$ cat src/ppp_pkg.sv
// Purpose: Shared constants and types for the parallel printer port
// Assumes: 250 MHz clock, synchronous active-high reset
// Notes: Strobe timing counts are derived from times in ns
package ppp_pkg;

    localparam int CLK_PERIOD_NS = 4;
    // Setup, strobe and hold times in ns
    localparam int SETUP_NS = 500;
    localparam int STROBE_NS = 1000;
    localparam int HOLD_NS = 500;
    localparam int SETUP_CYC = (SETUP_NS + CLK_PERIOD_NS - 1) / CLK_PERIOD_NS;
    localparam int STROBE_CYC =
        (STROBE_NS + CLK_PERIOD_NS - 1) / CLK_PERIOD_NS;
    localparam int HOLD_CYC = (HOLD_NS + CLK_PERIOD_NS - 1) / CLK_PERIOD_NS;
    localparam int CNT_W = 10;

    localparam logic [7:0] DATA_RST = 8'h00;
    localparam logic [1:0] MODE_RST = 2'h0;
    localparam logic IRQ_SEL_RST = 1'h0;

    typedef enum logic [1:0] {
        PPP_MODE_COMPAT = 2'h0,
        PPP_MODE_BIDIR = 2'h1,
        PPP_MODE_FAST = 2'h2
    } ppp_mode_t;

    typedef enum logic [2:0] {
        PPP_ST_IDLE = 3'h0,
        PPP_ST_SETUP = 3'h1,
        PPP_ST_STROBE = 3'h2,
        PPP_ST_HOLD = 3'h3,
        PPP_ST_WAIT = 3'h4
    } ppp_state_t;

    // Status lines from the peripheral, all in true-level form
    typedef struct packed {
        logic busy;
        logic ack;
        logic fault;
        logic paper_out;
        logic selected;
    } ppp_status_t;

    // Control strobes to the peripheral, active-low as on the pins
    typedef struct packed {
        logic print_strobe_n;
        logic auto_line_feed_n;
        logic printer_init_n;
        logic select_in_n;
    } ppp_ctrl_t;

endpackage

$ cat src/ppp_port.sv
// Purpose: Parallel printer port, host end, pin-level sequencer
// Assumes: One byte request at a time from the user side
// Notes: Status inputs pass the three-stage synchroniser
`timescale 1ns/1ps
module ppp_port (
    input wire logic clk,
    input wire logic reset,
    input wire logic [1:0] mode_sel,
    input wire logic irq_line_sel,
    input wire logic irq_enable,
    input wire logic auto_feed_req,
    input wire logic init_req,
    input wire logic select_req,
    input wire logic req_valid,
    input wire logic req_read,
    input wire logic req_addr,
    input wire logic [7:0] req_data,
    output logic req_ready,
    output logic rsp_valid,
    output logic [7:0] rsp_data,
    output ppp_pkg::ppp_status_t status,
    output ppp_pkg::ppp_ctrl_t ctrl,
    output logic [7:0] port_data_out,
    output logic [7:0] port_data_oe,
    input wire logic [7:0] port_data_in,
    output logic data_buffer_direction,
    input wire logic peripheral_busy,
    input wire logic peripheral_ack_n,
    input wire logic peripheral_fault_n,
    input wire logic paper_out,
    input wire logic peripheral_selected,
    output logic irq7_out,
    output logic irq7_oe,
    output logic irq5_out,
    output logic irq5_oe
);

    typedef struct packed {
        ppp_pkg::ppp_state_t fsm;
        ppp_pkg::ppp_mode_t mode;
        logic [ppp_pkg::CNT_W-1:0] cnt;
        logic rd;
        logic addr;
        logic [7:0] dout;
        logic [7:0] oe;
        logic dir;
        ppp_pkg::ppp_ctrl_t ctrl;
        logic ready;
        logic rsp_v;
        logic [7:0] rsp;
        logic ack_prev;
        logic irq7;
        logic irq7_oe;
        logic irq5;
        logic irq5_oe;
        logic ack_seen;
        ppp_pkg::ppp_status_t stat;
    } ppp_port_state_t;

    ppp_port_state_t st_ff;
    ppp_port_state_t nxt_st;
    logic [4:0] raw_in;
    logic [4:0] sy_in;
    logic [7:0] sy_data;
    logic ack_fall;

    assign ack_fall = !sy_in[3] && st_ff.ack_prev;
    assign raw_in = {peripheral_busy, peripheral_ack_n, peripheral_fault_n,
                     paper_out, peripheral_selected};

    ppp_sync #(.WIDTH(5), .RST_VAL(5'h0c)) u_sync_stat (
        .clk(clk),
        .reset(reset),
        .din(raw_in),
        .dout(sy_in)
    );

    ppp_sync #(.WIDTH(8), .RST_VAL(8'h00)) u_sync_data (
        .clk(clk),
        .reset(reset),
        .din(port_data_in),
        .dout(sy_data)
    );

    function automatic logic [ppp_pkg::CNT_W-1:0] cyc(input int n);
        cyc = ppp_pkg::CNT_W'(n - 1);
    endfunction

    always_comb begin
        nxt_st = st_ff;
        nxt_st.rsp_v = 1'b0;
        // Status inputs presented in true-level form
        nxt_st.stat.busy = sy_in[4];
        nxt_st.stat.ack = ~sy_in[3];
        nxt_st.stat.fault = ~sy_in[2];
        nxt_st.stat.paper_out = sy_in[1];
        nxt_st.stat.selected = sy_in[0];
        nxt_st.ack_prev = sy_in[3];
        if (st_ff.cnt != '0) begin
            nxt_st.cnt = st_ff.cnt - 1'b1;
        end
        // Ack may arrive before hold ends; remember it
        if (ack_fall && (st_ff.fsm == ppp_pkg::PPP_ST_STROBE ||
            st_ff.fsm == ppp_pkg::PPP_ST_HOLD)) begin
            nxt_st.ack_seen = 1'b1;
        end
        nxt_st.ctrl.printer_init_n = ~init_req;
        unique case (st_ff.fsm)
            ppp_pkg::PPP_ST_IDLE: begin
                nxt_st.ready = 1'b1;
                if (mode_sel <= 2'h2) begin
                    nxt_st.mode = ppp_pkg::ppp_mode_t'(mode_sel);
                end
                if (st_ff.mode != ppp_pkg::PPP_MODE_FAST) begin
                    nxt_st.ctrl.auto_line_feed_n = ~auto_feed_req;
                    nxt_st.ctrl.select_in_n = ~select_req;
                end else begin
                    nxt_st.ctrl.auto_line_feed_n = 1'b1;
                    nxt_st.ctrl.select_in_n = 1'b1;
                end
                if (nxt_st.mode == ppp_pkg::PPP_MODE_COMPAT) begin
                    nxt_st.dir = 1'b0;
                    nxt_st.oe = 8'hff;
                end
                if (req_valid && st_ff.ready && !(req_read &&
                    nxt_st.mode == ppp_pkg::PPP_MODE_COMPAT)) begin
                    nxt_st.ready = 1'b0;
                    nxt_st.ack_seen = 1'b0;
                    nxt_st.rd = req_read;
                    nxt_st.addr = req_addr;
                    if (req_read) begin
                        nxt_st.dir = 1'b1;
                        nxt_st.oe = 8'h00;
                    end else begin
                        nxt_st.dir = 1'b0;
                        nxt_st.oe = 8'hff;
                        nxt_st.dout = req_data;
                    end
                    nxt_st.cnt = cyc(ppp_pkg::SETUP_CYC);
                    nxt_st.fsm = ppp_pkg::PPP_ST_SETUP;
                end
            end
            ppp_pkg::PPP_ST_SETUP: begin
                // Busy stalls the strobe; no timeout by design
                if (st_ff.cnt == '0 && !st_ff.stat.busy) begin
                    nxt_st.cnt = cyc(ppp_pkg::STROBE_CYC);
                    nxt_st.fsm = ppp_pkg::PPP_ST_STROBE;
                    if (st_ff.mode != ppp_pkg::PPP_MODE_FAST) begin
                        nxt_st.ctrl.print_strobe_n = 1'b0;
                    end else begin
                        nxt_st.ctrl.print_strobe_n = st_ff.rd;
                        if (st_ff.addr) begin
                            nxt_st.ctrl.select_in_n = 1'b0;
                        end else begin
                            nxt_st.ctrl.auto_line_feed_n = 1'b0;
                        end
                    end
                end
            end
            ppp_pkg::PPP_ST_STROBE: begin
                if (st_ff.cnt == '0) begin
                    if (st_ff.rd) begin
                        nxt_st.rsp = sy_data;
                        nxt_st.rsp_v = 1'b1;
                    end
                    nxt_st.ctrl.print_strobe_n = 1'b1;
                    if (st_ff.mode == ppp_pkg::PPP_MODE_FAST) begin
                        nxt_st.ctrl.auto_line_feed_n = 1'b1;
                        nxt_st.ctrl.select_in_n = 1'b1;
                    end
                    nxt_st.cnt = cyc(ppp_pkg::HOLD_CYC);
                    nxt_st.fsm = ppp_pkg::PPP_ST_HOLD;
                end
            end
            ppp_pkg::PPP_ST_HOLD: begin
                if (st_ff.cnt == '0) begin
                    nxt_st.fsm = (st_ff.mode == ppp_pkg::PPP_MODE_FAST) ?
                        ppp_pkg::PPP_ST_IDLE : ppp_pkg::PPP_ST_WAIT;
                end
            end
            ppp_pkg::PPP_ST_WAIT: begin
                // Falling ack ends a compatible transfer
                if (ack_fall || st_ff.ack_seen) begin
                    nxt_st.fsm = ppp_pkg::PPP_ST_IDLE;
                end
            end
            default: begin
                nxt_st.fsm = ppp_pkg::PPP_ST_IDLE;
            end
        endcase
        nxt_st.irq7_oe = irq_enable && !irq_line_sel;
        nxt_st.irq5_oe = irq_enable && irq_line_sel;
        nxt_st.irq7 = nxt_st.irq7_oe && !sy_in[3] && st_ff.ack_prev;
        nxt_st.irq5 = nxt_st.irq5_oe && !sy_in[3] && st_ff.ack_prev;
    end

    always_ff @(posedge clk) begin
        if (reset) begin
            st_ff <= '0;
            st_ff.mode <= ppp_pkg::ppp_mode_t'(ppp_pkg::MODE_RST);
            st_ff.oe <= 8'hff;
            st_ff.ctrl <= 4'hf;
            st_ff.ack_prev <= 1'b1;
            st_ff.dout <= ppp_pkg::DATA_RST;
        end else begin
            st_ff <= nxt_st;
        end
    end

    assign req_ready = st_ff.ready;
    assign rsp_valid = st_ff.rsp_v;
    assign rsp_data = st_ff.rsp;
    assign status = st_ff.stat;
    assign ctrl = st_ff.ctrl;
    assign port_data_out = st_ff.dout;
    assign port_data_oe = st_ff.oe;
    assign data_buffer_direction = st_ff.dir;
    assign irq7_out = st_ff.irq7;
    assign irq7_oe = st_ff.irq7_oe;
    assign irq5_out = st_ff.irq5;
    assign irq5_oe = st_ff.irq5_oe;

    a_compat_dir_low: assert property (@(posedge clk) disable iff (reset)
        st_ff.mode == ppp_pkg::PPP_MODE_COMPAT |-> !data_buffer_direction)
        else $error("direction high in compatibility mode");
    a_dir_vs_oe: assert property (@(posedge clk) disable iff (reset)
        data_buffer_direction |-> port_data_oe == 8'h00)
        else $error("bus driven while direction is input");
    a_compat_drive: assert property (@(posedge clk) disable iff (reset)
        st_ff.mode == ppp_pkg::PPP_MODE_COMPAT |-> port_data_oe == 8'hff)
        else $error("bus released in compatibility mode");
    a_strobe_data: assert property (@(posedge clk) disable iff (reset)
        $fell(ctrl.print_strobe_n) && st_ff.mode != ppp_pkg::PPP_MODE_FAST
        |-> port_data_oe == (st_ff.rd ? 8'h00 : 8'hff) &&
        $stable(port_data_out))
        else $error("strobe without stable driven data");
    a_fast_read: assert property (@(posedge clk) disable iff (reset)
        st_ff.mode == ppp_pkg::PPP_MODE_FAST && st_ff.rd &&
        st_ff.fsm == ppp_pkg::PPP_ST_STROBE |-> ctrl.print_strobe_n)
        else $error("write strobe during fast read");
    // data strobe pulse in fast mode
    a_fast_dstb: assert property (@(posedge clk) disable iff (reset)
        st_ff.mode == ppp_pkg::PPP_MODE_FAST &&
        $fell(ctrl.auto_line_feed_n) |-> !ctrl.auto_line_feed_n [*2])
        else $error("data strobe too short");
    a_init_follow: assert property (@(posedge clk) disable iff (reset)
        init_req |=> !ctrl.printer_init_n)
        else $error("init not asserted");
    a_fast_astb: assert property (@(posedge clk) disable iff (reset)
        st_ff.mode == ppp_pkg::PPP_MODE_FAST && $fell(ctrl.select_in_n)
        |-> st_ff.addr)
        else $error("address strobe on data cycle");
    a_irq_one: assert property (@(posedge clk) disable iff (reset)
        !(irq7_oe && irq5_oe))
        else $error("both interrupt lines driven");
    a_mode_reset: assert property (@(posedge clk)
        reset |=> st_ff.mode == ppp_pkg::PPP_MODE_COMPAT)
        else $error("mode not compatibility after reset");

endmodule

$ cat src/ppp_sync.sv
// Purpose: Three-stage input synchroniser with agreement check
// Assumes: Input is asynchronous to clk
// Notes: Output changes only when stages two and three agree
`timescale 1ns/1ps
module ppp_sync #(
    parameter int WIDTH = 1,
    parameter logic [WIDTH-1:0] RST_VAL = '0
) (
    input wire logic clk,
    input wire logic reset,
    input wire logic [WIDTH-1:0] din,
    output logic [WIDTH-1:0] dout
);

    typedef struct packed {
        logic [WIDTH-1:0] s1;
        logic [WIDTH-1:0] s2;
        logic [WIDTH-1:0] s3;
        logic [WIDTH-1:0] q;
    } ppp_sync_state_t;

    ppp_sync_state_t st_ff;
    ppp_sync_state_t nxt_st;

    always_comb begin
        nxt_st = st_ff;
        nxt_st.s1 = din;
        nxt_st.s2 = st_ff.s1;
        nxt_st.s3 = st_ff.s2;
        // Per-bit agreement filters a single-cycle metastable glitch
        for (int i = 0; i < WIDTH; i++) begin
            if (st_ff.s2[i] == st_ff.s3[i]) begin
                nxt_st.q[i] = st_ff.s3[i];
            end
        end
    end

    always_ff @(posedge clk) begin
        if (reset) begin
            st_ff <= '{s1: RST_VAL, s2: RST_VAL, s3: RST_VAL, q: RST_VAL};
        end else begin
            st_ff <= nxt_st;
        end
    end

    assign dout = st_ff.q;

endmodule

$ cat config.mk
export PLATFORM = sky130hd
export DESIGN_NAME = ppp_port
export DESIGN_NICKNAME = d
export VERILOG_FILES = /design/src/ppp_pkg.sv /design/src/ppp_port.sv /design/src/ppp_sync.sv
export SDC_FILE = /design/constraint.sdc
export NUM_CORES = 1
export LEC_CHECK = 0
export ABC_CLOCK_PERIOD_IN_PS = 5000
export BUFFER_PORTS_ARGS = -buffer_cell sky130_fd_sc_hd__buf_4
export CAP_MARGIN = 20
export CORE_MARGIN = 3
export CORE_UTILIZATION = 40
export DETAILED_ROUTE_END_ITERATION = 8
export PLACE_DENSITY = 0.61
export SLEW_MARGIN = 40
export SYNTH_ARGS = -nofsm -noshare
export SYNTH_HDL_FRONTEND = slang
export SYNTH_SLANG_ARGS = --single-unit
$ cat constraint.sdc
create_clock -name clk -period 5 [get_ports clk]
set_clock_uncertainty 0.15 [all_clocks]
set_input_delay 1 -clock clk [delete_from_list [all_inputs] [get_ports clk]]
set_output_delay 1 -clock clk [all_outputs]
set_load 0.01 [all_outputs]
==> results of run 1 <==
## metal layers
metal,vias up,share of wire [%]
met3,9,4.1
met1,1266,45
met5,-,0
li1,1439,-
met4,0,1.3
met2,49,49
## stage by stage
step / setup slack, ns / total power [uW] / util (%) / hold slack [ns]
final: 2.605 / 1968 / 48.65 / 0.2707
after detailed placement: 2.510 / 1434 / 46.34 / 0.2475
after global routing: 2.360 / 2091 / 48.65 / 0.2863
after floorplan: 2.810 / 1333 / - / 0.2395
after global placement: 2.462 / 1425 / 46.30 / 0.2418
after CTS: 2.614 / 1996 / 48.65 / 0.2751
## area by class of cell
| cell class | count | area, um2 |
|---|---|---|
| Clock buffer | 9 | 123.9 |
| Clock inverter | 7 | 95.09 |
| Fill cell | 908 | 4857 |
| Inverter | 10 | 42.54 |
| Multi-Input combinational cell | 249 | 1545 |
| Sequential cell | 104 | 2082 |
| Tap cell | 129 | 161.4 |
| Timing Repair Buffer | 73 | 551.8 |
## power groups by stage
stage	Clock [uW]	Combinational (uW)	Sequential (uW)
final	555	443	970
after global placement	0	438	987
after global routing	614	496	981
after floorplan	0	365	968
after detailed placement	0	445	989
after CTS	580	445	970
## placed cells by master (no fill, tap or decap), types with 3 or more instances in the layout
| cell type | synthesis | routed |
|---|---|---|
| nand2b_1 | 6 | 6 |
| o21ai_0 | 12 | 12 |
| nand3_1 | 6 | 6 |
| a31oi_1 | 7 | 7 |
| nand2_1 | 17 | 17 |
| nor2b_1 | 40 | 40 |
| nor3_1 | 10 | 10 |
| buf_4 | 33 | 72 |
| o21bai_1 | 3 | 3 |
| or3_2 | 3 | 3 |
| o21a_1 | 3 | 3 |
| mux2i_1 | 18 | 18 |
| nor2_1 | 40 | 40 |
| nand4_1 | 3 | 3 |
| nand3b_1 | 3 | 3 |
| o31ai_1 | 3 | 3 |
| a21o_1 | 4 | 4 |
| inv_1 | 9 | 9 |
| clkbuf_8 | 0 | 9 |
| ha_1 | 3 | 3 |
| dfxtp_1 | 104 | 104 |
| a21oi_1 | 28 | 28 |
| or2_2 | 8 | 8 |
## flip-flops by register name (all words and copies together) (netlist names), 4 cells and up
register            count
rsp_data                8
st_ff                  19
ctrl                    4
u_sync_data.dout        8
u_sync_stat.nxt_st     10
u_sync_stat.st_ff       5
u_sync_data.nxt_st     16
u_sync_stat.dout        5
status                  5
port_data_out           8
u_sync_data.st_ff       8
## worst min-delay path by stage
stage	end	slack [ns]	cells after the start
finish	u_sync_stat.nxt_st[8]$_SDFF_PP1_	0.27	1
global route	u_sync_stat.nxt_st[8]$_SDFF_PP1_	0.29	1
CTS	u_sync_stat.nxt_st[8]$_SDFF_PP1_	0.28	1
detailed placement	u_sync_stat.nxt_st[8]$_SDFF_PP1_	0.25	1
global placement	u_sync_stat.nxt_st[8]$_SDFF_PP1_	0.24	1
floorplan	u_sync_stat.nxt_st[7]$_SDFF_PP1_	0.24	1
## kinds of logic (layout without fill, tap and decap cells)
kind of cell	count (synthesis)	count (layout)	synth area share (%)
multiplexers	18	18	4.514
XOR/XNOR	1	1	0.2195
buffers and inverters	60	99	9.122
AO/OA/AOI/OAI	71	71	11.10
flip-flops	104	104	52.16
adder cells (fa/ha/maj)	3	3	0.9405
AND/OR/NAND/NOR	156	156	21.94
==> impl_metrics.yaml, run 1 <==
status:
  status: "completed"
die:
  io_pins: 73
  die_area_um2: 11210
  die_x_um: 105.9
  core_um2: 9459
  die_y_um: 105.9
  num_rows: 35
  initial_core_util_pct: 42.20
timing:
  fin_crit_sh_pct: 47.90
  rsz0062_at_grt: "no"
  finalHoldViolCount: 0
  relSlewSlack_pct: 53.62
  worstMarginPinSlew_ns: 0.6937
  report.final.setup_viol: 0
  tns_ns: 0
  min_period_ns: 2.395
  slew_viol_final: 0
  timing.fmax_mhz: 417.6
synth:
  synth_most_common_cell: "dfxtp_1"
  ys_warn_count: 0
  async_flop_share_pct: 0
  synth-seq-area-share_pct: 52.16
  synth_largest_area_cell: "dfxtp_1"
  synth_ff_type: "dfxtp_1"
  avgSynthCellArea_um2: 9.664
  synth_top_area_share_pct: 52.16
  synthTopCellsByCount: "dfxtp_1, nor2_1, nor2b_1"
  ys_ff_latch: 104
  synth_nets: 449
  synth_cell_type_count: 51
  synth_cells: 413
  synth.cell_area_um2: 3991
  synth.area.top_cells: "dfxtp_1, nor2b_1, buf_4"
  synth-edff-count: 0
route:
  routed_wl_mm: 7.097
  drt-initial-drc-count: 93
  wire_per_inst_um: 12.22
  num_vias: 2763
  dr.pass1.iters: 4
  vias_per_cell: 4.756
  drc: 0
  drtAntennaViolNets: 0
global_route:
  grt_pass1_vias: 2441
  groute.usage.overall_pct: 12.92
  grt_max_degree: 96
  met2_usage_pct: 21.27
  grt_busiest_layer: "met2"
  antenna_found_initial: 0
  grt_first_pass_wirelength_mm: 11.87
  gr-usage-met3_pct: 3.522
  grt-ovfl-total: 0
  grtUsageMet1_pct: 16.34
power_and_ir_drop:
  p_leak_uw: 0.001905
  internal_power_uw: 1347
  p_clk_share_pct: 28.2
  combPwrFrac_pct: 22.5
  vdd_drop_max_uv: 219.6
  power.net_switching_uw: 621.1
  p_per_area_nw_per_um2: 427.6
  power_switching_share_pct: 31.56
  pwr-share-seq_pct: 49.3
critical_path:
  cp.depth: 7
  crit_slowest_cell: "and3_1"
  arrival_ns: 2.54
  startpoint_type: "register"
  reg2reg_to: "st_ff[58]$_SDFFE_PP0P_"
  r2r_start: "st_ff[44]$_SDFF_PP0_"
  crit_chain: "inv_1, ha_1, nor3b_2, and3_1, inv_6, or4_1, a21oi_1"
  path_max_fanout: 10
  critPathCaptureType: "register"
  rr_worst_depth: 7
  required_ns: 5.14
  criticalPathCategory: "register to register"
  crit_buf_inv: 2
  crit_path_end: "st_ff[58]$_SDFFE_PP0P_"
  rrSetupSlack_ns: 2.61
  critPathMaxStageDelay_ns: 0.52
  critPathTopFamily: "simple AND/OR/NAND/NOR gates"
  crit_start: "st_ff[44]$_SDFF_PP0_"
finish:
  instances_no_fill: 581
  finalNetCount: 483
  num_antenna_cells: 0
  drive_gt1_share_pct: 24.34
  final_area_um2: 4602
  areaGrowthSynthToFinish_pct: 15.30
worst_hold_path:
  min-delay-start: "u_sync_stat.nxt_st[13]$_SDFF_PP1_"
  hold_path.class: "register to register"
placed_design:
  gp_congestion: 0.7897
  dp.cells: 565
  dp_hpwl_mm: 4.980
  portBuffers: 72
  placed_cell_area_um2: 4383
cts:
  clkSlewWorstSetupHoldPaths_ns: 0.10
  postCtsHoldBufs: 0
  cts_sinks: 104
  cts_resized: 0
  clockBufferDepth: 2
  cts_htree_levels: 3
  cts_tree: "yes"
  cts_buffers: 9
  insertion_delay_ns: 0.36
  cts_root_buf: "clkbuf_8"
  post_cts_buffers: 0
job:
  max_cap_viol_count: 0
Power figures use the tool's default switching activity.
==> run 2: changes to the inputs <==
ABC_CLOCK_PERIOD_IN_PS = 2400   (was 5000)
clock period = 2.4 ns   (was 5 ns; I/O delays follow)
==> impl_metrics.yaml, run 2 (synthesized netlist as in run 1, its figures left out) <==
die:
  die_x_um: 105.9
  die_y_um: 105.9
  initial_core_util_pct: 42.20
  io_pins: 73
  die_area_um2: 11210
  num_rows: 35
  core_um2: 9459
critical_path:
  required_ns: 2.55
  crit_start: "st_ff[44]$_SDFF_PP0_"
  arrival_ns: 2.24
  critPathCaptureType: "register"
  criticalPathCategory: "register to register"
  startpoint_type: "register"
  reg2reg_to: "st_ff[58]$_SDFFE_PP0P_"
  rr_worst_depth: 7
  r2r_start: "st_ff[44]$_SDFF_PP0_"
  path_max_fanout: 7
  rrSetupSlack_ns: 0.31
cts:
  clockBufferDepth: 2
  cts_tree: "yes"
  postCtsHoldBufs: 0
  cts_root_buf: "clkbuf_8"
  post_cts_buffers: 0
  cts_buffers: 9
  cts_resized: 0
  clkSlewWorstSetupHoldPaths_ns: 0.11
  cts_htree_levels: 3
  insertion_delay_ns: 0.37
  cts_sinks: 104
route:
  drt-initial-drc-count: 93
  drc: 0
  routed_wl_mm: 7.359
  wire_per_inst_um: 12.54
  num_vias: 2779
  vias_per_cell: 4.734
  dr.pass1.iters: 4
  drtAntennaViolNets: 0
timing:
  finalHoldViolCount: 0
  report.final.setup_viol: 0
  tns_ns: 0
  rsz0062_at_grt: "no"
  relSlewSlack_pct: 58.99
  worstMarginPinSlew_ns: 0.6151
  min_period_ns: 2.090
  slew_viol_final: 0
  timing.fmax_mhz: 478.4
  fin_crit_sh_pct: 87.10
global_route:
  grt_pass1_vias: 2520
  grt_max_degree: 61
  antenna_found_initial: 0
  groute.usage.overall_pct: 13.31
  grt-ovfl-total: 0
  grt_first_pass_wirelength_mm: 12.11
worst_hold_path:
  holdPathEnd: "irq7_oe$_SDFF_PP0_"
  worstHoldPathCells: 2
  hold_path.class: "input pin to register"
  min-delay-start: "irq_line_sel"
power_and_ir_drop:
  p_per_area_nw_per_um2: 896.3
  p_leak_uw: 0.001937
  vdd_drop_max_uv: 380.7
finish:
  final_cell_mix: "dfxtp_1, buf_4, nor2_1, nor2b_1, a21oi_1"
  drive_gt1_share_pct: 25.33
  largest_register: "st_ff"
  mostFrequentLayoutCell: "dfxtp_1"
  finalNetCount: 489
  final_area_um2: 4648
  areaGrowthSynthToFinish_pct: 16.46
  largest_register_ffs: 19
  num_antenna_cells: 0
placed_design:
  gp_congestion: 0.7871
  placed_cell_area_um2: 4424
  dp_hpwl_mm: 5.074
  portBuffers: 72
status:
  status: "completed"
job:
  max_cap_viol_count: 0
==> run 2: changes by cell type in the layout (fill, tap and decap cells not counted) <==
| cell | before | now |
|---|---|---|
| buf_4 | 72 | 79 |
| inv_6 | 2 | 1 |
| buf_6 | 1 | 0 |
| clkbuf_8 | 9 | 10 |
==> run 2: worst max-delay path by stage <==
| stage | to | cells after the start | slack, ns |
|---|---|---|---|
| after global routing | st_ff[58]$_SDFFE_PP0P_ | 7 | 0.16 |
| after detailed placement | st_ff[48]$_SDFF_PP0_ | 7 | 0.32 |
| after floorplan | st_ff[58]$_SDFFE_PP0P_ | 8 | 0.39 |
| final | st_ff[58]$_SDFFE_PP0P_ | 7 | 0.31 |
| after global placement | st_ff[58]$_SDFFE_PP0P_ | 5 | 0.36 |
| after CTS | st_ff[48]$_SDFF_PP0_ | 7 | 0.31 |
==> run 2: per-layer routing <==
metal,up-vias,global-route usage [%],wire length (um)
met5,-,0,0
met4,0,4.348,61
met3,6,4.068,318
met2,54,21.08,3418
met1,1267,17.37,3559
li1,1452,-,-
==> run 2: area by class of cell <==
| class | count | area, um2 |
|---|---|---|
| multi-input combinational | 249 | 1545 |
| fill | 924 | 4811 |
| inverter | 10 | 42.54 |
| tap | 129 | 161.4 |
| timing repair buffer | 79 | 593.1 |
| clock buffer | 10 | 137.6 |
| sequential | 104 | 2082 |
| clock inverter | 6 | 86.33 |
==> run 2: power breakdown <==
| part | leakage (uW) | switching (uW) | total [uW] | internal [uW] |
|---|---|---|---|---|
| Combinational | 0.000974 | 513 | 977 | 464 |
| Clock | 0.000113 | 634 | 1170 | 538 |
| Sequential | 0.000850 | 154 | 2020 | 1860 |
==> run 2: critical path: stages (launching register included) <==
cell and delay [ns]:
dfxtp_1 0.33, inv_1 0.10, ha_1 0.17, nor3b_2 0.18
and3_1 0.38, inv_6 0.08, or4_1 0.50, a21oi_1 0.15
==> run 2: stage by stage <==
stage	cells	setup slack [ns]	total power, uW	hold WS (ns)	util [%]
6_report	587	0.3097	4166	0.1192	49.14
2_1_floorplan	413	0.3930	2777	0.2395	-
3_3_place_gp	571	0.3567	3018	0.2480	46.77
5_1_grt	587	0.1631	4421	0.09120	49.14
4_1_cts	587	0.3056	4221	0.09505	49.14
3_5_place_dp	571	0.3238	3023	0.2457	46.77
==> run 3: changes to the inputs <==
RECOVER_POWER = 100   (was not set)
==> impl_metrics.yaml, run 3 (synthesized netlist as in run 1, its figures left out) <==
status:
  status: "completed"
die:
  core_um2: 9459
  num_rows: 35
  io_pins: 73
  die_area_um2: 11210
  initial_core_util_pct: 42.20
  die_y_um: 105.9
  die_x_um: 105.9
finish:
  largest_register_ffs: 19
  largest_register: "st_ff"
  finalNetCount: 489
  final_cell_mix: "dfxtp_1, clkbuf_1, nor2_1, nor2b_1, buf_4"
  nFillCells: 953
  areaGrowthSynthToFinish_pct: 12.32
  final_area_um2: 4483
  drive_gt1_share_pct: 16.16
  mostFrequentLayoutCell: "dfxtp_1"
  final_util_pct: 47.39
  num_antenna_cells: 0
timing:
  tns_ns: 0
  slew_viol_final: 0
  relSlewSlack_pct: 20.16
  rsz0062_at_grt: "no"
  finalHoldViolCount: 0
  worstMarginPinSlew_ns: 1.198
  timing.fmax_mhz: 465.6
  report.final.setup_viol: 0
  min_period_ns: 2.148
  fin_crit_sh_pct: 89.49
cts:
  clockBufferDepth: 2
  postCtsHoldBufs: 0
  cts_sinks: 104
  cts_htree_levels: 3
  clkSlewWorstSetupHoldPaths_ns: 0.11
  cts_tree: "yes"
  cts_root_buf: "clkbuf_8"
  insertion_delay_ns: 0.37
  cts_resized: 0
  cts_buffers: 9
  post_cts_buffers: 0
route:
  drt-initial-drc-count: 77
  drtAntennaViolNets: 0
  wire_per_inst_um: 12.57
  drc: 0
  num_vias: 2798
  routed_wl_mm: 7.376
  dr.pass1.iters: 4
  vias_per_cell: 4.767
power_and_ir_drop:
  power_uw: 4121
  vdd_drop_max_uv: 381.7
  p_per_area_nw_per_um2: 919.2
  p_leak_uw: 0.001772
global_route:
  groute.usage.overall_pct: 13.31
  grt_first_pass_wirelength_mm: 12.11
  antenna_found_initial: 0
  grt-ovfl-total: 0
  grt_pass1_vias: 2520
  grt_max_degree: 61
critical_path:
  arrival_ns: 2.25
  required_ns: 2.50
  startpoint_type: "register"
  critPathCaptureType: "register"
  path_max_fanout: 6
  criticalPathCategory: "register to register"
placed_design:
  portBuffers: 72
  placed_cell_area_um2: 4424
  gp_congestion: 0.7871
  dp_hpwl_mm: 5.074
worst_hold_path:
  hold_path.class: "input pin to register"
job:
  max_cap_viol_count: 0
==> run 3: cell types whose count changed in the layout (fill, tap and decap cells not counted) <==
cell / previous run / this run
and2_0: 0 / 1
clkbuf_2: 0 / 3
and2_1: 2 / 1
buf_4: 79 / 34
clkbuf_1: 0 / 42
==> run 3: final cells by class <==
type	instances	area, um2	share of cell area [%]
timing repair buffer	79	427.9	9.545
tap	129	161.4	3.600
sequential	104	2082	46.44
inverter	10	42.54	0.9489
clock buffer	10	137.6	3.070
clock inverter	6	86.33	1.926
multi-input combinational	249	1545	34.47
==> run 3: power by group <==
| part | internal [uW] | switching [uW] | leakage (uW) |
|---|---|---|---|
| sequential | 1860 | 154 | 0.000850 |
| combinational | 422 | 511 | 0.000809 |
| clock | 538 | 633 | 0.000113 |
| total | 2820 | 1300 | 0.00177 |
==> run 3: metal layers <==
layer	share of wire [%]	vias up	global-route usage, %	wire, um
met5	0	-	0	0
met4	1.5	0	4.348	114
met3	4.5	13	4.068	332
met2	46	57	21.08	3360
met1	48	1277	17.37	3569
li1	-	1451	-	-
==> run 3: critical path: stages, from the launching register on <==
cell and delay [ns]:
dfxtp_1 0.33, inv_1 0.10, ha_1 0.17, nor3b_2 0.18
and3_1 0.38, clkbuf_1 0.23, nand4b_1 0.14, a311o_1 0.37
==> run 3: stage by stage <==
step           hold WS (ns)  cells  worst slack [ns]
2_1_floorplan        0.2395    413            0.3930
3_3_place_gp         0.2480    571            0.3567
3_5_place_dp         0.2457    571            0.3238
4_1_cts             0.09505    587            0.3056
5_1_grt             0.09120    587            0.1109
6_report             0.1194    587            0.2522
==> run 3: final timing paths <==
path	from	endpoint	slack, ns	depth (start not counted)
hold reg to reg	u_sync_stat.nxt_st[12]$_SDFF_PP1_	u_sync_stat.nxt_st[7]$_SDFF_PP1_	0.27	1
setup / recovery	st_ff[44]$_SDFF_PP0_	ctrl[2]$_SDFFE_PP1P_	0.25	7
hold / removal	irq_line_sel	irq7_oe$_SDFF_PP0_	0.12	2
setup reg to reg	st_ff[44]$_SDFF_PP0_	ctrl[2]$_SDFFE_PP1P_	0.25	7
